===== config.mk =====
export PLATFORM = sky130hd
export DESIGN_NAME = adcsr_top
export DESIGN_NICKNAME = d
export VERILOG_FILES = /design/src/adcsr_buf2.v /design/src/adcsr_top.v
export VERILOG_INCLUDE_DIRS = /design/src
export SDC_FILE = /design/constraint.sdc
export NUM_CORES = 1
export LEC_CHECK = 0
export BUFFER_PORTS_ARGS = -buffer_cell sky130_fd_sc_hd__buf_2
export CAP_MARGIN = 20
export CORE_UTILIZATION = 40
export DETAILED_ROUTE_END_ITERATION = 12
export PLACE_DENSITY_LB_ADDON = 0.08
export SLEW_MARGIN = 30
export SYNTH_ARGS = -nofsm -noshare
export SYNTH_HDL_FRONTEND = slang
export SYNTH_SLANG_ARGS = --single-unit

===== constraint.sdc =====
create_clock -name MCLK_IN -period 4.6 [get_ports MCLK_IN]
set_input_delay 0.92 -clock MCLK_IN [delete_from_list [all_inputs] [get_ports MCLK_IN]]
set_output_delay 0.92 -clock MCLK_IN [all_outputs]
set_load 0.01 [all_outputs]

===== src/adcsr_defines.vh =====
// Constants for the serial converter readout block
`ifndef ADCSR_DEFINES_VH
`define ADCSR_DEFINES_VH

// Clock period of MCLK_IN in picoseconds
`define ADCSR_CLK_PERIOD_PS   8000
// Shift clocks in one output frame
`define ADCSR_FRAME_CLKS      16
// Leading zero bits ahead of the result in a frame
`define ADCSR_LEAD_ZEROS      2
// Default result width, the wider variant
`define ADCSR_RES_BITS        14
// Convert pulses with a static shift clock that select each low-power mode
`define ADCSR_NAP_PULSES      2
`define ADCSR_SLEEP_PULSES    4
// Least time from the last frame clock to the next convert start
`define ADCSR_T7_NS           45
`define ADCSR_T7_CYC          ((`ADCSR_T7_NS * 1000 + `ADCSR_CLK_PERIOD_PS - 1) / `ADCSR_CLK_PERIOD_PS)
// Shortest full sample period the block keeps up with
`define ADCSR_THRU_NS         286
`define ADCSR_THRU_CYC        ((`ADCSR_THRU_NS * 1000) / `ADCSR_CLK_PERIOD_PS)

`endif


===== src/adcsr_buf2.v =====
// Two-entry result buffer with valid and ready on both sides
`timescale 1ns/1ps
`default_nettype none

module adcsr_buf2 #(
  parameter WIDTH = 14
) (
  // Clock, reset and enable
  input  wire             clk_in,
  input  wire             srst_in,
  input  wire             ce_in,
  // Filling side
  input  wire             in_valid_in,
  output wire             in_ready_out,
  input  wire [WIDTH-1:0] in_data_in,
  // Draining side
  output wire             out_valid_out,
  input  wire             out_ready_in,
  output wire [WIDTH-1:0] out_data_out
);

  reg [WIDTH-1:0] mem_q [0:1];
  reg             wr_q;
  reg             rd_q;
  reg [1:0]       cnt_q;

  wire push = in_valid_in && (cnt_q != 2'd2);
  wire pop  = out_ready_in && (cnt_q != 2'd0);

  // Full and empty come straight from the occupancy count
  assign in_ready_out  = (cnt_q != 2'd2);
  assign out_valid_out = (cnt_q != 2'd0);
  assign out_data_out  = mem_q[rd_q];

  // Pointers and storage
  always @(posedge clk_in) begin
    if (srst_in) begin
      wr_q  <= 1'b0;
      rd_q  <= 1'b0;
      cnt_q <= 2'd0;
    end else if (ce_in) begin
      if (push) begin
        mem_q[wr_q] <= in_data_in;
        wr_q        <= ~wr_q;
      end
      if (pop)
        rd_q <= ~rd_q;
      if (push && !pop)
        cnt_q <= cnt_q + 2'd1;
      else if (pop && !push)
        cnt_q <= cnt_q - 2'd1;
    end
  end

endmodule // adcsr_buf2

`default_nettype wire


===== src/adcsr_top.v =====
// Serial readout and conversion sequencing of a sampling converter
`timescale 1ns/1ps
`default_nettype none
`include "adcsr_defines.vh"

// Overview of operation
// After each convert_start rise the result leaves on serial_out within 16 shift clocks.
// The controller runs the shift clock fast enough and leaves two spare clocks for acquisition.
// A whole sample period of conversion plus acquisition may be as short as 286 ns.
// Result words are 12 bits wide in the narrow variant and 14 in the wide one.
// The controller leaves at least 45 ns from the 16th shift rise to the next convert rise.
// Result bits leave one after another, each one moved by a shift clock edge.
// The input difference is coded as unipolar straight binary with no sign bit.
// The link is three wires: convert_start and shift clock in, serial_out back.
// Every rising shift clock edge advances conversion and moves out the next bit; here only rises inside a frame count, and the 16th ends it.
// Each word shifted out belongs to the sample taken at the previous conversion.
// Two convert pulses with a static shift clock enter light shutdown.
// Four or more such pulses enter deep sleep, and a shift clock pulse wakes the part.
// The controller captures each bit on the rising shift edge and assembles the word.
module adcsr_top #(
  parameter RES_BITS = `ADCSR_RES_BITS
) (
  // Clock, reset and enable
  input  wire                MCLK_IN,
  input  wire                SRST_IN,
  input  wire                CE_IN,
  // Three-wire link pins
  input  wire                CONVERT_START_IN,
  input  wire                SHIFT_CLOCK_IN,
  output wire                SERIAL_OUT_OUT,
  output wire                SERIAL_OUT_OE_OUT,
  // Sampled value from the analog front end
  input  wire [RES_BITS-1:0] SAMPLE_IN,
  // Status
  output wire                BUSY_OUT,
  output wire                LIGHT_SHUTDOWN_OUT,
  output wire                DEEP_SLEEP_OUT,
  output wire                ACQ_SHORT_OUT,
  output wire                RESULT_STALL_OUT
);

  localparam ST_IDLE  = 1'b0;
  localparam ST_FRAME = 1'b1;
  localparam FRAME    = `ADCSR_FRAME_CLKS;
  localparam PAD      = FRAME - `ADCSR_LEAD_ZEROS - RES_BITS;
  // Integer forms first, then cut on purpose to the widths of the counters they meet
  localparam T7_CYC_I       = `ADCSR_T7_CYC;
  localparam NAP_N_I        = `ADCSR_NAP_PULSES;
  localparam SLEEP_N_I      = `ADCSR_SLEEP_PULSES;
  localparam [3:0] T7_CYC   = T7_CYC_I[3:0];
  localparam [2:0] NAP_N    = NAP_N_I[2:0];
  localparam [2:0] SLEEP_N  = SLEEP_N_I[2:0];

  // Pin synchronisers: three stages, filtered level moves when stages two and three agree
  reg  [1:0] s1_q;
  reg  [1:0] s2_q;
  reg  [1:0] s3_q;
  reg  [1:0] lvl_q;
  reg  [1:0] lvl_d1_q;
  wire [1:0] pin_raw = {SHIFT_CLOCK_IN, CONVERT_START_IN};

  genvar g;
  generate
    for (g = 0; g < 2; g = g + 1) begin : g_sync
      always @(posedge MCLK_IN) begin
        if (SRST_IN) begin
          s1_q[g]     <= 1'b0;
          s2_q[g]     <= 1'b0;
          s3_q[g]     <= 1'b0;
          lvl_q[g]    <= 1'b0;
          lvl_d1_q[g] <= 1'b0;
        end else if (CE_IN) begin
          s1_q[g]     <= pin_raw[g];
          s2_q[g]     <= s1_q[g];
          s3_q[g]     <= s2_q[g];
          if (s2_q[g] == s3_q[g])
            lvl_q[g] <= s3_q[g];
          lvl_d1_q[g] <= lvl_q[g];
        end
      end
    end
  endgenerate

  wire convert_start_rise = lvl_q[0] & ~lvl_d1_q[0];
  wire sck_rise  = lvl_q[1] & ~lvl_d1_q[1];

  // Frame state
  reg                state_q;
  reg  [4:0]         bit_cnt_q;
  reg  [FRAME-1:0]   shift_q;
  reg                sdo_q;
  reg                sdo_oe_q;
  reg  [RES_BITS-1:0] held_q;
  reg  [RES_BITS-1:0] pend_data_q;
  reg                pend_q;
  reg  [3:0]         acq_cnt_q;
  reg                acq_short_q;
  reg  [2:0]         pulse_cnt_q;
  reg                nap_q;
  reg                sleep_q;
  reg                stall_q;

  // Buffer between finished conversions and the output shifter
  wire                buf_in_ready;
  wire                buf_out_valid;
  wire [RES_BITS-1:0] buf_out_data;

  // one-deep latency
  adcsr_buf2 #(
    .WIDTH (RES_BITS)
  ) u_buf (
    .clk_in        (MCLK_IN),
    .srst_in       (SRST_IN),
    .ce_in         (CE_IN),
    .in_valid_in   (pend_q),
    .in_ready_out  (buf_in_ready),
    .in_data_in    (pend_data_q),
    .out_valid_out (buf_out_valid),
    .out_ready_in  (convert_start_rise & ~sleep_q),
    .out_data_out  (buf_out_data)
  );

  // word width by variant
  // straight binary, no sign extension
  wire [FRAME-1:0] word_ext = {{(FRAME-RES_BITS){1'b0}}, buf_out_data};
  wire [FRAME-1:0] frame_w  = buf_out_valid ? (word_ext << PAD) : {FRAME{1'b0}};

  // Conversion and shift sequencer
  always @(posedge MCLK_IN) begin
    if (SRST_IN) begin
      state_q     <= ST_IDLE;
      bit_cnt_q   <= 5'd0;
      shift_q     <= {FRAME{1'b0}};
      sdo_q       <= 1'b0;
      sdo_oe_q    <= 1'b0;
      held_q      <= {RES_BITS{1'b0}};
      pend_data_q <= {RES_BITS{1'b0}};
      pend_q      <= 1'b0;
      stall_q     <= 1'b0;
    end else if (CE_IN) begin
      // Hand the finished word to the buffer; held until it has room
      if (pend_q && buf_in_ready)
        pend_q <= 1'b0;
      stall_q <= pend_q & ~buf_in_ready;
      // a new conversion is taken at any time outside deep sleep, no dead time after a frame
      if (convert_start_rise && !sleep_q) begin
        // frame opens on convert rise
        held_q    <= SAMPLE_IN;
        state_q   <= ST_FRAME;
        bit_cnt_q <= 5'd0;
        shift_q   <= frame_w << 1;
        sdo_q     <= frame_w[FRAME-1];
        sdo_oe_q  <= 1'b1;
      end else begin
        case (state_q)
          ST_IDLE: begin
            sdo_oe_q <= 1'b0;
          end
          ST_FRAME: begin
            // advance on each shift rise
            if (sck_rise) begin
              bit_cnt_q <= bit_cnt_q + 5'd1;
              // next bit out
              sdo_q   <= shift_q[FRAME-1];
              shift_q <= shift_q << 1;
              if (bit_cnt_q == FRAME - 1) begin
                // frame ends, output released after 16 clocks
                state_q     <= ST_IDLE;
                sdo_oe_q    <= 1'b0;
                sdo_q       <= 1'b0;
                // result waits for the next frame
                pend_data_q <= held_q;
                pend_q      <= 1'b1;
              end
            end
          end
          default: begin
            state_q <= ST_IDLE;
          end
        endcase
      end
    end
  end

  // Acquisition window check; the controller owns this spacing, we only report it
  always @(posedge MCLK_IN) begin
    if (SRST_IN) begin
      acq_cnt_q   <= T7_CYC;
      acq_short_q <= 1'b0;
    end else if (CE_IN) begin
      acq_short_q <= 1'b0;
      if (state_q == ST_FRAME && sck_rise && bit_cnt_q == FRAME - 1)
        acq_cnt_q <= 4'd0;
      else if (acq_cnt_q != T7_CYC)
        acq_cnt_q <= acq_cnt_q + 4'd1;
      // flag a convert rise inside the acquisition time
      if (convert_start_rise && acq_cnt_q != T7_CYC)
        acq_short_q <= 1'b1;
    end
  end

  // Low-power mode detect: convert pulses counted while the shift clock stays still
  always @(posedge MCLK_IN) begin
    if (SRST_IN) begin
      pulse_cnt_q <= 3'd0;
      nap_q       <= 1'b0;
      sleep_q     <= 1'b0;
    end else if (CE_IN) begin
      if (sck_rise) begin
        // any shift pulse wakes
        pulse_cnt_q <= 3'd0;
        nap_q       <= 1'b0;
        sleep_q     <= 1'b0;
      end else if (convert_start_rise) begin
        if (pulse_cnt_q != SLEEP_N)
          pulse_cnt_q <= pulse_cnt_q + 3'd1;
        // second pulse naps
        if (pulse_cnt_q + 3'd1 == NAP_N)
          nap_q <= 1'b1;
        // fourth pulse sleeps
        if (pulse_cnt_q + 3'd1 >= SLEEP_N) begin
          nap_q   <= 1'b0;
          sleep_q <= 1'b1;
        end
      end
    end
  end

  // single data wire back, driven only during a frame
  assign SERIAL_OUT_OUT     = sdo_q;
  assign SERIAL_OUT_OE_OUT  = sdo_oe_q;
  assign BUSY_OUT           = state_q;
  assign LIGHT_SHUTDOWN_OUT = nap_q;
  assign DEEP_SLEEP_OUT     = sleep_q;
  assign ACQ_SHORT_OUT      = acq_short_q;
  assign RESULT_STALL_OUT   = stall_q;

endmodule // adcsr_top

`default_nettype wire


### Yosys cells after proc, flatten, opt, wreduce, memory -nomap -nowiden

Memory sizes are Yosys's and may differ from the RTL's. A register that Yosys moved wholly into a read port is not among the register bits.
Index checks and enable logic that the tools add are counted.

| storage, ports and cells | value |
|---|---|
| register bits after elaboration | 78 |
| word-level logic and storage cells | 133 |
| memory bits (writable) | 28 |
| output and inout bits | 7 |
| bits of input ports | 19 |
| memories | 1 |

| cells by class | value |
|---|---|
| bitwise operators | 12 |
| $lt $le $gt $ge | 1 |
| multiplexer cells | 45 |
| $add $sub $neg | 5 |
| equality and inequality tests | 9 |
| reductions and logical operators | 33 |

Memory list:

| name | depth | width | read ports | clocked after memory_dff | write ports | line | RTL |
|---|---|---|---|---|---|---|---|
| u_buf.mem_q | 2 | 14 | 1 | 1 | 1 | adcsr_buf2.v:22 | `reg [WIDTH-1:0] mem_q [0:1];` |

Operators with widths:

| operator | count |
|---|---|
| two-way mux 16 bit | 3 |
| two-way mux 1 bit | 30 |
| nonzero test 2 bit | 8 |
| two-way mux 5 bit | 3 |
| AND reduction 3 bit | 5 |
| two-way mux 14 bit | 1 |
| AND reduction 2 bit | 7 |
| two-way mux 3 bit | 3 |
| logical AND 1 bit | 8 |
| two-way mux 4 bit | 2 |
| inverter 1 bit | 8 |
| adder 5 x 1 -> 5 bit, second input constant | 1 |
| == test 5 x 4 -> 1 bit, second input constant | 1 |
| AND reduction 5 bit | 1 |
| adder 4 x 1 -> 4 bit, second input constant | 1 |
| bitwise AND 1 bit | 4 |
| two-way mux 2 bit | 2 |
| inequality test 4 x 3 -> 1 bit, second input constant | 1 |
| adder 3 x 1 -> 3 bit, second input constant | 1 |
| == test 3 x 2 -> 1 bit, second input constant | 1 |
| >= comparator 3 bit, second input constant | 1 |
| zero test 1 bit | 3 |
| inequality test 3 x 1 -> 1 bit, second input constant | 1 |
| inequality test 3 x 2 -> 1 bit, second input constant | 1 |
| 7 further kinds | 8 |

### Longest topological paths before layout

Gate-level depths: netlist (run 1).

| depth | value |
|---|---|
| depth after elaboration | 8 |
| gate-level depth with buffers | 8 |
| depth with buffers taken out | 6 |

### By module

Synthesis (run 1) repeated with hierarchy kept, for this count alone.

| second synthesis, totals | value |
|---|---|
| cells, all modules | 436 |
| area, all modules | 4,381.7 µm² |

Modules (own cells, without submodules):

| module | seq. area each (µm²) | instances | cells an instance | area each (µm²) |
|---|---|---|---|---|
| adcsr_top | 1,461.4 | 1 | 364 | 3,098.0 |
| adcsr_buf2 | 940.9 | 1 | 72 | 1,283.7 |

### Least setup slack after synthesis (run 1)

Ideal clock, no wire load.

| timing path | value |
|---|---|
| kind | input port to flip-flop |
| start point | input port CE_IN |
| end point | memory u_buf.mem_q[1][0], enable pin |
| data required time | 4,194 ps |
| data arrival time | 2,591 ps |
| setup slack | 1,603 ps |
| library setup time | 406 ps |
| path buffers | 1 |
| cell stages on the path | 4 |
| path through | buf_4 inv_2 or3_1 nor3b_1 |

| on the way | value |
|---|---|
| cells in the longest elaborated chain, start to end | 3 |

RTL lines:

| element | line | RTL |
|---|---|---|
| start: declaration | adcsr_top.v:26 | `input wire CE_IN,` |
| two-way mux 1 bit | adcsr_buf2.v:41 | `end else if (ce_in) begin` |
| two-way mux 1 bit | adcsr_buf2.v:37 | `if (srst_in) begin` |
| two-way mux 1 bit (not written as such) | adcsr_buf2.v:43 | `mem_q[wr_q] <= in_data_in;` |
| end: declaration | adcsr_buf2.v:22 |  |

No other way between the ends.

### Worst setup path in the final report (run 1)

| timing path | value |
|---|---|
| start point | input port CE_IN |
| end point | register bit_cnt_q[3] |

| on the way | value |
|---|---|
| cells in the longest elaborated chain, start to end | 1 |

RTL lines:

| element | line | RTL |
|---|---|---|
| AND reduction 3 bit (no source line) | -- |  |
| end signal: assignment | adcsr_top.v:162 | `bit_cnt_q <= bit_cnt_q + 5'd1;` |
| end: declaration | adcsr_top.v:89 | `reg [4:0] bit_cnt_q;` |

No other way between the ends.
A chain may end at the register's enable or synchronous reset.

==> flow_summary.json, run 1 <==
{
  "drtIter0Drc": 225,
  "p_total_mw": 1.74,
  "cts-root-buf": "clkbuf_16",
  "io_pins": 26,
  "grt_pass1_vias": 3111,
  "io_buffer_count": 25,
  "switchingPower_mw": 0.388,
  "dpl_worst_slack_ns": 1.86,
  "postRouteAntennaNets": 0,
  "ff2ff_path_depth": 6,
  "globalplace.congestion": 0.687,
  "drt-pass1-iter-count": 4,
  "finalNonFillerCells": 591,
  "status": "completed",
  "p_int_mw": 1.35,
  "cts_tree": "yes",
  "rsz0062_at_grt": "no",
  "slew_headroom_pct": 42.4,
  "clkPwrFrac_pct": 40.7,
  "hpwl_mm": 5.86,
  "area_growth_pct": 8.47,
  "fin_nets": 474,
  "die_h_microns": 108,
  "ys_types": 53,
  "r2r-end": "acq_cnt_q[1]$_SDFFE_PP1P_",
  "rrSetupSlack_ns": 2.23,
  "seq_area_frac_synth_pct": 53.0,
  "cellPowerDensity_nw_per_um2": 354,
  "rr_startpoint": "bit_cnt_q[0]$_SDFFE_PP0P_",
  "cts_buffers": 9,
  "antenna_cells": 0,
  "fin_crit_ns": 2.40,
  "wirelength_mm": 9.31,
  "worstMarginPinSlew_ns": 0.864,
  "vias_per_cell": 5.52,
  "max_freq_mhz": 417,
  "ys.flop_type": "dfxtp_1",
  "finClkSkew_ns": 0.00561,
  "synth_edf_count": 28,
  "rows": 38,
  "grt.overflow.total": 0,
  "cp_max_fo": 39,
  "tns_ns": 0,
  "die_width_microns": 108,
  "setup_viol": 0,
  "final_area_sq_um": 4920,
  "coreArea_sq_um": 10900,
  "endpoint_kind": "register",
  "cts_resized": 0,
  "p_comb_share_pct": 3.9,
  "power_leakage_nw": 1.67,
  "start_util_pct": 41.5,
  "post_dp_cell_area_sq_um": 4650,
  "clock_sinks": 106,
  "hold_path_startpoint": "held_q[4]$_SDFFE_PP0P_",
  "synth_area_sq_um": 4530,
  "worstHoldPathCells": 2,
  "drc_errors": 0,
  "p_sw_share_pct": 22.3,
  "hp-class": "register to register",
  "fin_util_pct": 45.0,
  "seq_power_share_pct": 55.4,
  "cts_setup_buffers": 0,
  "die-area_sq_um": 11800,
  "wire_per_inst_microns": 15.8,
  "clk_pin_slew_ns": 0.07,
  "path_class": "primary input to register",
  "synth-seq-cells": 106,
  "grt_pass1_wl_mm": 15.8,
  "synth_nets": 474,
  "clockBufferDepth": 2,
  "min_to": "held_q[4]$_SDFFE_PP0P_",
  "crit_path_start_kind": "primary input",
  "period_share_pct": 52.2,
  "irDropWorstVdd_mv": 0.194,
  "arrival_ns": 2.67,
  "grt_max_degree": 78,
  "hold_viol": 0,
  "num_vias": 3260,
  "antenna_found_initial": 0,
  "maxCapViolations": 0,
  "cts_hold_buf": 0,
  "clk_latency_ns": 0.35,
  "syn-instance-count": 446,
  "post-place-cells": 575,
  "yosys_warnings": 0,
  "hold_slack_ns": 0.461,
  "finalMaxSlewViolations": 0,
  "syn_area_per_cell_sq_um": 10.2,
  "drive_gt1_share_pct": 14.4,
  "grt_usage_pct": 17.6,
  "async_flop_share_pct": 0,
  "required_ns": 4.87,
  "setup_ws_ns": 2.20,
  "htree_levels": 3
}
power groups by stage:
| stage | clock network (mW) | registers (mW) | logic, mW |
|---|---|---|---|
| finish | 0.708 | 0.964 | 0.0678 |
| global route | 0.761 | 0.965 | 0.0766 |
| CTS | 0.730 | 0.964 | 0.0686 |
| detailed placement | 0 | 0.985 | 0.0682 |
| global placement | 0 | 0.985 | 0.0672 |
| floorplan | 0 | 0.984 | 0.0489 |
layout make-up:
cell class | count | area, sq um
multi-input cells | 292 | 1880
flip-flops and latches | 106 | 2400
clock buffers | 10 | 229
clock inverters | 6 | 42.5
well taps | 140 | 175
repair buffers | 29 | 155
inverters | 8 | 30.0
fillers | 1073 | 6020
cell usage after synthesis, drive strengths merged (8+ instances only):
cell type	instances	area, sq um
dfxtp	78	1560
a311oi	13	126
nand2	51	194
nor2	16	60.1
inv	8	30.0
clkbuf	11	42.5
a21oi	46	230
nor3	15	75.1
mux2	13	146
buf	29	198
mux2i	9	90.1
nand4	18	113
o31ai	15	113
edfxtp	28	841
nand3	25	125
ha	9	113
sequential cells by signal, summed over array words and instances (netlist names), 2 cells and up, named ones only:
signal,cells
bit_cnt_q,5
u_buf.cnt_q,2
lvl_d1_q,2
acq_cnt_q,4
shift_q,15
pulse_cnt_q,3
s2_q,2
u_buf.mem_q,28
pend_data_q,14
held_q,14
s3_q,2
s1_q,2
lvl_q,2
cell families (layout without fill, tap and decap cells):
family | after synthesis | in the layout | share of synthesized area [%]
fa+ha+maj | 9 | 9 | 2.48
compound gates | 97 | 97 | 13.9
buf+inv | 48 | 53 | 5.96
xor+xnor | 3 | 3 | 0.580
flops | 106 | 106 | 53.0
simple gates | 161 | 161 | 18.9
mux | 22 | 22 | 5.22
placed cells by master, fill, tap and decap left out, types with 9 or more instances in the layout:
cell type / count
buf_2: 25
edfxtp_1: 28
o31ai_1: 15
mux2_2: 13
dfxtp_1: 78
nand2_1: 50
clkbuf_16: 9
a21oi_1: 46
nand3_1: 25
nand4_1: 18
nor3_1: 14
nor2_1: 16
ha_1: 9
mux2i_1: 9
a311oi_1: 11
layer usage:
layer  vias to the layer above  global-route usage (%)  share of wire (%)
li1                       1636                       -                  -
met1                      1571                    23.3                 50
met2                        44                    28.0                 46
met3                         9                    5.24                3.4
met4                         0                    4.54                1.2
met5                         -                       0                  0
critical path: stages:
cell and delay (ns):
buf_2 0.09, buf_4 0.39, nand4b_1 0.48, or4_1 0.61
a31oi_1 0.16
worst max-delay path by stage:
stage | slack (ns) | end | from
finish | 2.20 | bit_cnt_q[3]$_SDFFE_PP0P_ | CE_IN
global route | 2.00 | acq_cnt_q[1]$_SDFFE_PP1P_ | bit_cnt_q[0]$_SDFFE_PP0P_
CTS | 2.21 | acq_cnt_q[1]$_SDFFE_PP1P_ | bit_cnt_q[0]$_SDFFE_PP0P_
detailed placement | 1.86 | bit_cnt_q[3]$_SDFFE_PP0P_ | CE_IN
global placement | 1.68 | u_buf.mem_q[1][6]$_DFFE_PP_ | CE_IN
floorplan | 1.60 | u_buf.mem_q[1][0]$_DFFE_PP_ | CE_IN
No activity file was read; power rests on OpenSTA's default activity.
==> inputs of run 2 (changes only) <==
Clock period 4.6 ns to 2.1 ns, I/O delays scaled along.
==> run 2 against run 1 <==
  * Register-to-register slack worse by 2.0 ns
  * Via count grew 2.2%
  * Sequential power up 120%
  * Utilization grew 1.3 points
  * Final area is 2.8% higher
  * Wire length rose by 6.2%
  * Clock skew increased by 0.0020 ns
  * Clock power increased by 130%
  * Combinational power increased by 140%
  * Global-route usage is 1.1 points higher
  * Flip-flop and latch count did not move
  * First-iteration DRC count shrank 37%
  * Highest routed layer unchanged
==> flow_summary.json, run 2 (synthesized netlist as in run 1, its figures left out) <==
{
  "hp-class": "primary input to register",
  "coreArea_sq_um": 10900,
  "top_layer": "met4",
  "endpoint_kind": "register",
  "largest_register_ffs": 28,
  "worstHoldPathCells": 3,
  "critPathMaxStageDelay_ns": 0.37,
  "grt_usage_pct": 18.7,
  "area_growth_pct": 11.5,
  "num_vias": 3331,
  "clock_sinks": 106,
  "fillers": 1087,
  "clk_pin_slew_ns": 0.07,
  "vias_per_cell": 5.51,
  "power_leakage_nw": 1.75,
  "rows": 38,
  "fin_crit_ns": 1.84,
  "finalMaxSlewViolations": 0,
  "grt_pass1_wl_mm": 16.9,
  "drive_gt1_share_pct": 17.0,
  "worstMarginPinSlew_ns": 0.619,
  "finClkSkew_ns": 0.00761,
  "slew_headroom_pct": 58.7,
  "wl_met1_mm": 5.19,
  "postRouteAntennaNets": 0,
  "wirelength_mm": 9.89,
  "cts-root-buf": "clkbuf_16",
  "max_freq_mhz": 544,
  "status": "completed",
  "crit_path_start_kind": "register",
  "path_class": "register to register",
  "grt_pass1_vias": 3240,
  "period_share_pct": 87.5,
  "cts_resized": 0,
  "multi_input_area_sq_um": 1870,
  "cts_buffers": 9,
  "drc_errors": 0,
  "met2_length_mm": 4.34,
  "drt-pass1-iter-count": 4,
  "htree_levels": 3,
  "antenna_cells": 0,
  "cpMaxStageDelayCell": "dfxtp_1",
  "layout_common_cells": "dfxtp_1 (78), nand2_1 (50), a21oi_1 (46), edfxtp_1 (28)",
  "cellPowerDensity_nw_per_um2": 774,
  "drtIter0Drc": 142,
  "path_cells": "nor2b_1, nor2_1, ha_1, nand2b_1, or3_1, a21oi_1",
  "rrSetupSlack_ns": 0.26,
  "cp_max_fo": 6,
  "hold_path_startpoint": "SAMPLE_IN[5]",
  "die_width_microns": 108,
  "cp.buffers_inverters": 0,
  "arrival_ns": 2.11,
  "hold_slack_ns": 0.301,
  "clockBufferDepth": 2,
  "io_pins": 26,
  "cpLargestDelayFamily": "simple AND/OR/NAND/NOR gates",
  "final_common_cell": "dfxtp_1",
  "die-area_sq_um": 11800,
  "cts_tree": "yes",
  "clk_latency_ns": 0.35,
  "seq_area_sq_um": 2400,
  "fin_nets": 487,
  "setup_viol": 0,
  "cts_setup_buffers": 0,
  "min_to": "held_q[5]$_SDFFE_PP0P_",
  "rsz0062_at_grt": "no",
  "rr_startpoint": "u_buf.cnt_q[1]$_SDFFE_PP0P_",
  "antenna_found_initial": 0,
  "r2r-end": "u_buf.cnt_q[1]$_SDFFE_PP0P_",
  "largestRegisters": "u_buf.mem_q x28, shift_q x15",
  "maxCapViolations": 0,
  "wl_met3_microns": 264,
  "ff2ff_path_depth": 6,
  "irDropWorstVdd_mv": 0.488,
  "largest_register": "u_buf.mem_q",
  "grt.overflow.total": 0,
  "tns_ns": 0,
  "grt_max_degree": 48,
  "hold_viol": 0,
  "hpwl_mm": 6.32,
  "io_buffer_count": 25,
  "start_util_pct": 41.5,
  "cts_hold_buf": 0,
  "required_ns": 2.37,
  "globalplace.congestion": 0.694,
  "die_h_microns": 108,
  "wire_per_inst_microns": 16.4
}
-- run 2: cell types whose count changed in the layout (fill, tap and decap cells not counted), sizes merged --
| cell | previous run | this run |
|---|---|---|
| buf | 29 | 42 |
| clkinv | 5 | 3 |
| inv | 9 | 10 |
| clkbuf | 10 | 11 |
-- run 2: layer usage --
layer,track usage [%],vias up
li1,-,1666
met1,26.8,1613
met2,27.9,45
met3,5.06,7
met4,4.63,0
met5,0,-
-- run 2: worst reg2reg max path, delay by kind of cell (launching register included) --
| family | cells | cell delay [ns] |
|---|---|---|
| AND/OR/NAND/NOR | 4 | 0.95 |
| flip-flops | 1 | 0.37 |
| adder cells (fa/ha/maj) | 1 | 0.29 |
| AO/OA/AOI/OAI | 1 | 0.16 |
-- run 2: worst max-delay path by stage --
stage,startpoint,slack (ns),cells past startpoint,endpoint
after floorplan,CE_IN,0.06,4,u_buf.mem_q[1][0]$_DFFE_PP_
after global placement,CE_IN,0.33,6,held_q[4]$_SDFFE_PP0P_
after detailed placement,CE_IN,0.26,6,shift_q[4]$_SDFFE_PP0P_
after CTS,u_buf.cnt_q[1]$_SDFFE_PP0P_,0.27,6,u_buf.cnt_q[1]$_SDFFE_PP0P_
after global routing,u_buf.cnt_q[1]$_SDFFE_PP0P_,0.14,6,u_buf.cnt_q[1]$_SDFFE_PP0P_
final,u_buf.cnt_q[1]$_SDFFE_PP0P_,0.26,6,u_buf.cnt_q[1]$_SDFFE_PP0P_
-- run 2: through the flow --
| stage | cell area, sq um | utilization (%) | worst slack (ns) | total power, mW | instances |
|---|---|---|---|---|---|
| floorplan | 4540 | - | 0.0650 | 2.26 | 446 |
| global placement | 4770 | 43.6 | 0.333 | 2.32 | 588 |
| detailed placement | 4770 | 43.6 | 0.256 | 2.32 | 588 |
| CTS | 5060 | 46.2 | 0.275 | 3.95 | 604 |
| global route | 5060 | 46.2 | 0.136 | 4.06 | 604 |
| finish | 5060 | 46.2 | 0.262 | 3.91 | 604 |
-- run 2: layout make-up --
cell class	instances	area share (%)
clock buffer	11	5.02
clock inverter	5	0.668
inverter	8	0.594
multi-input combinational	292	37.0
sequential	106	47.5
tap	140	3.46
timing repair buffer	42	5.74
-- run 2: report_power, final --
part / internal (mW) / leakage [nW] / switching [mW] / total [mW]
Combinational: 0.0631 / 0.671 / 0.0980 / 0.161
Clock: 0.881 / 0.145 / 0.761 / 1.64
Sequential: 2.10 / 0.938 / 0.0146 / 2.11
Total: 3.04 / 1.75 / 0.873 / 3.91
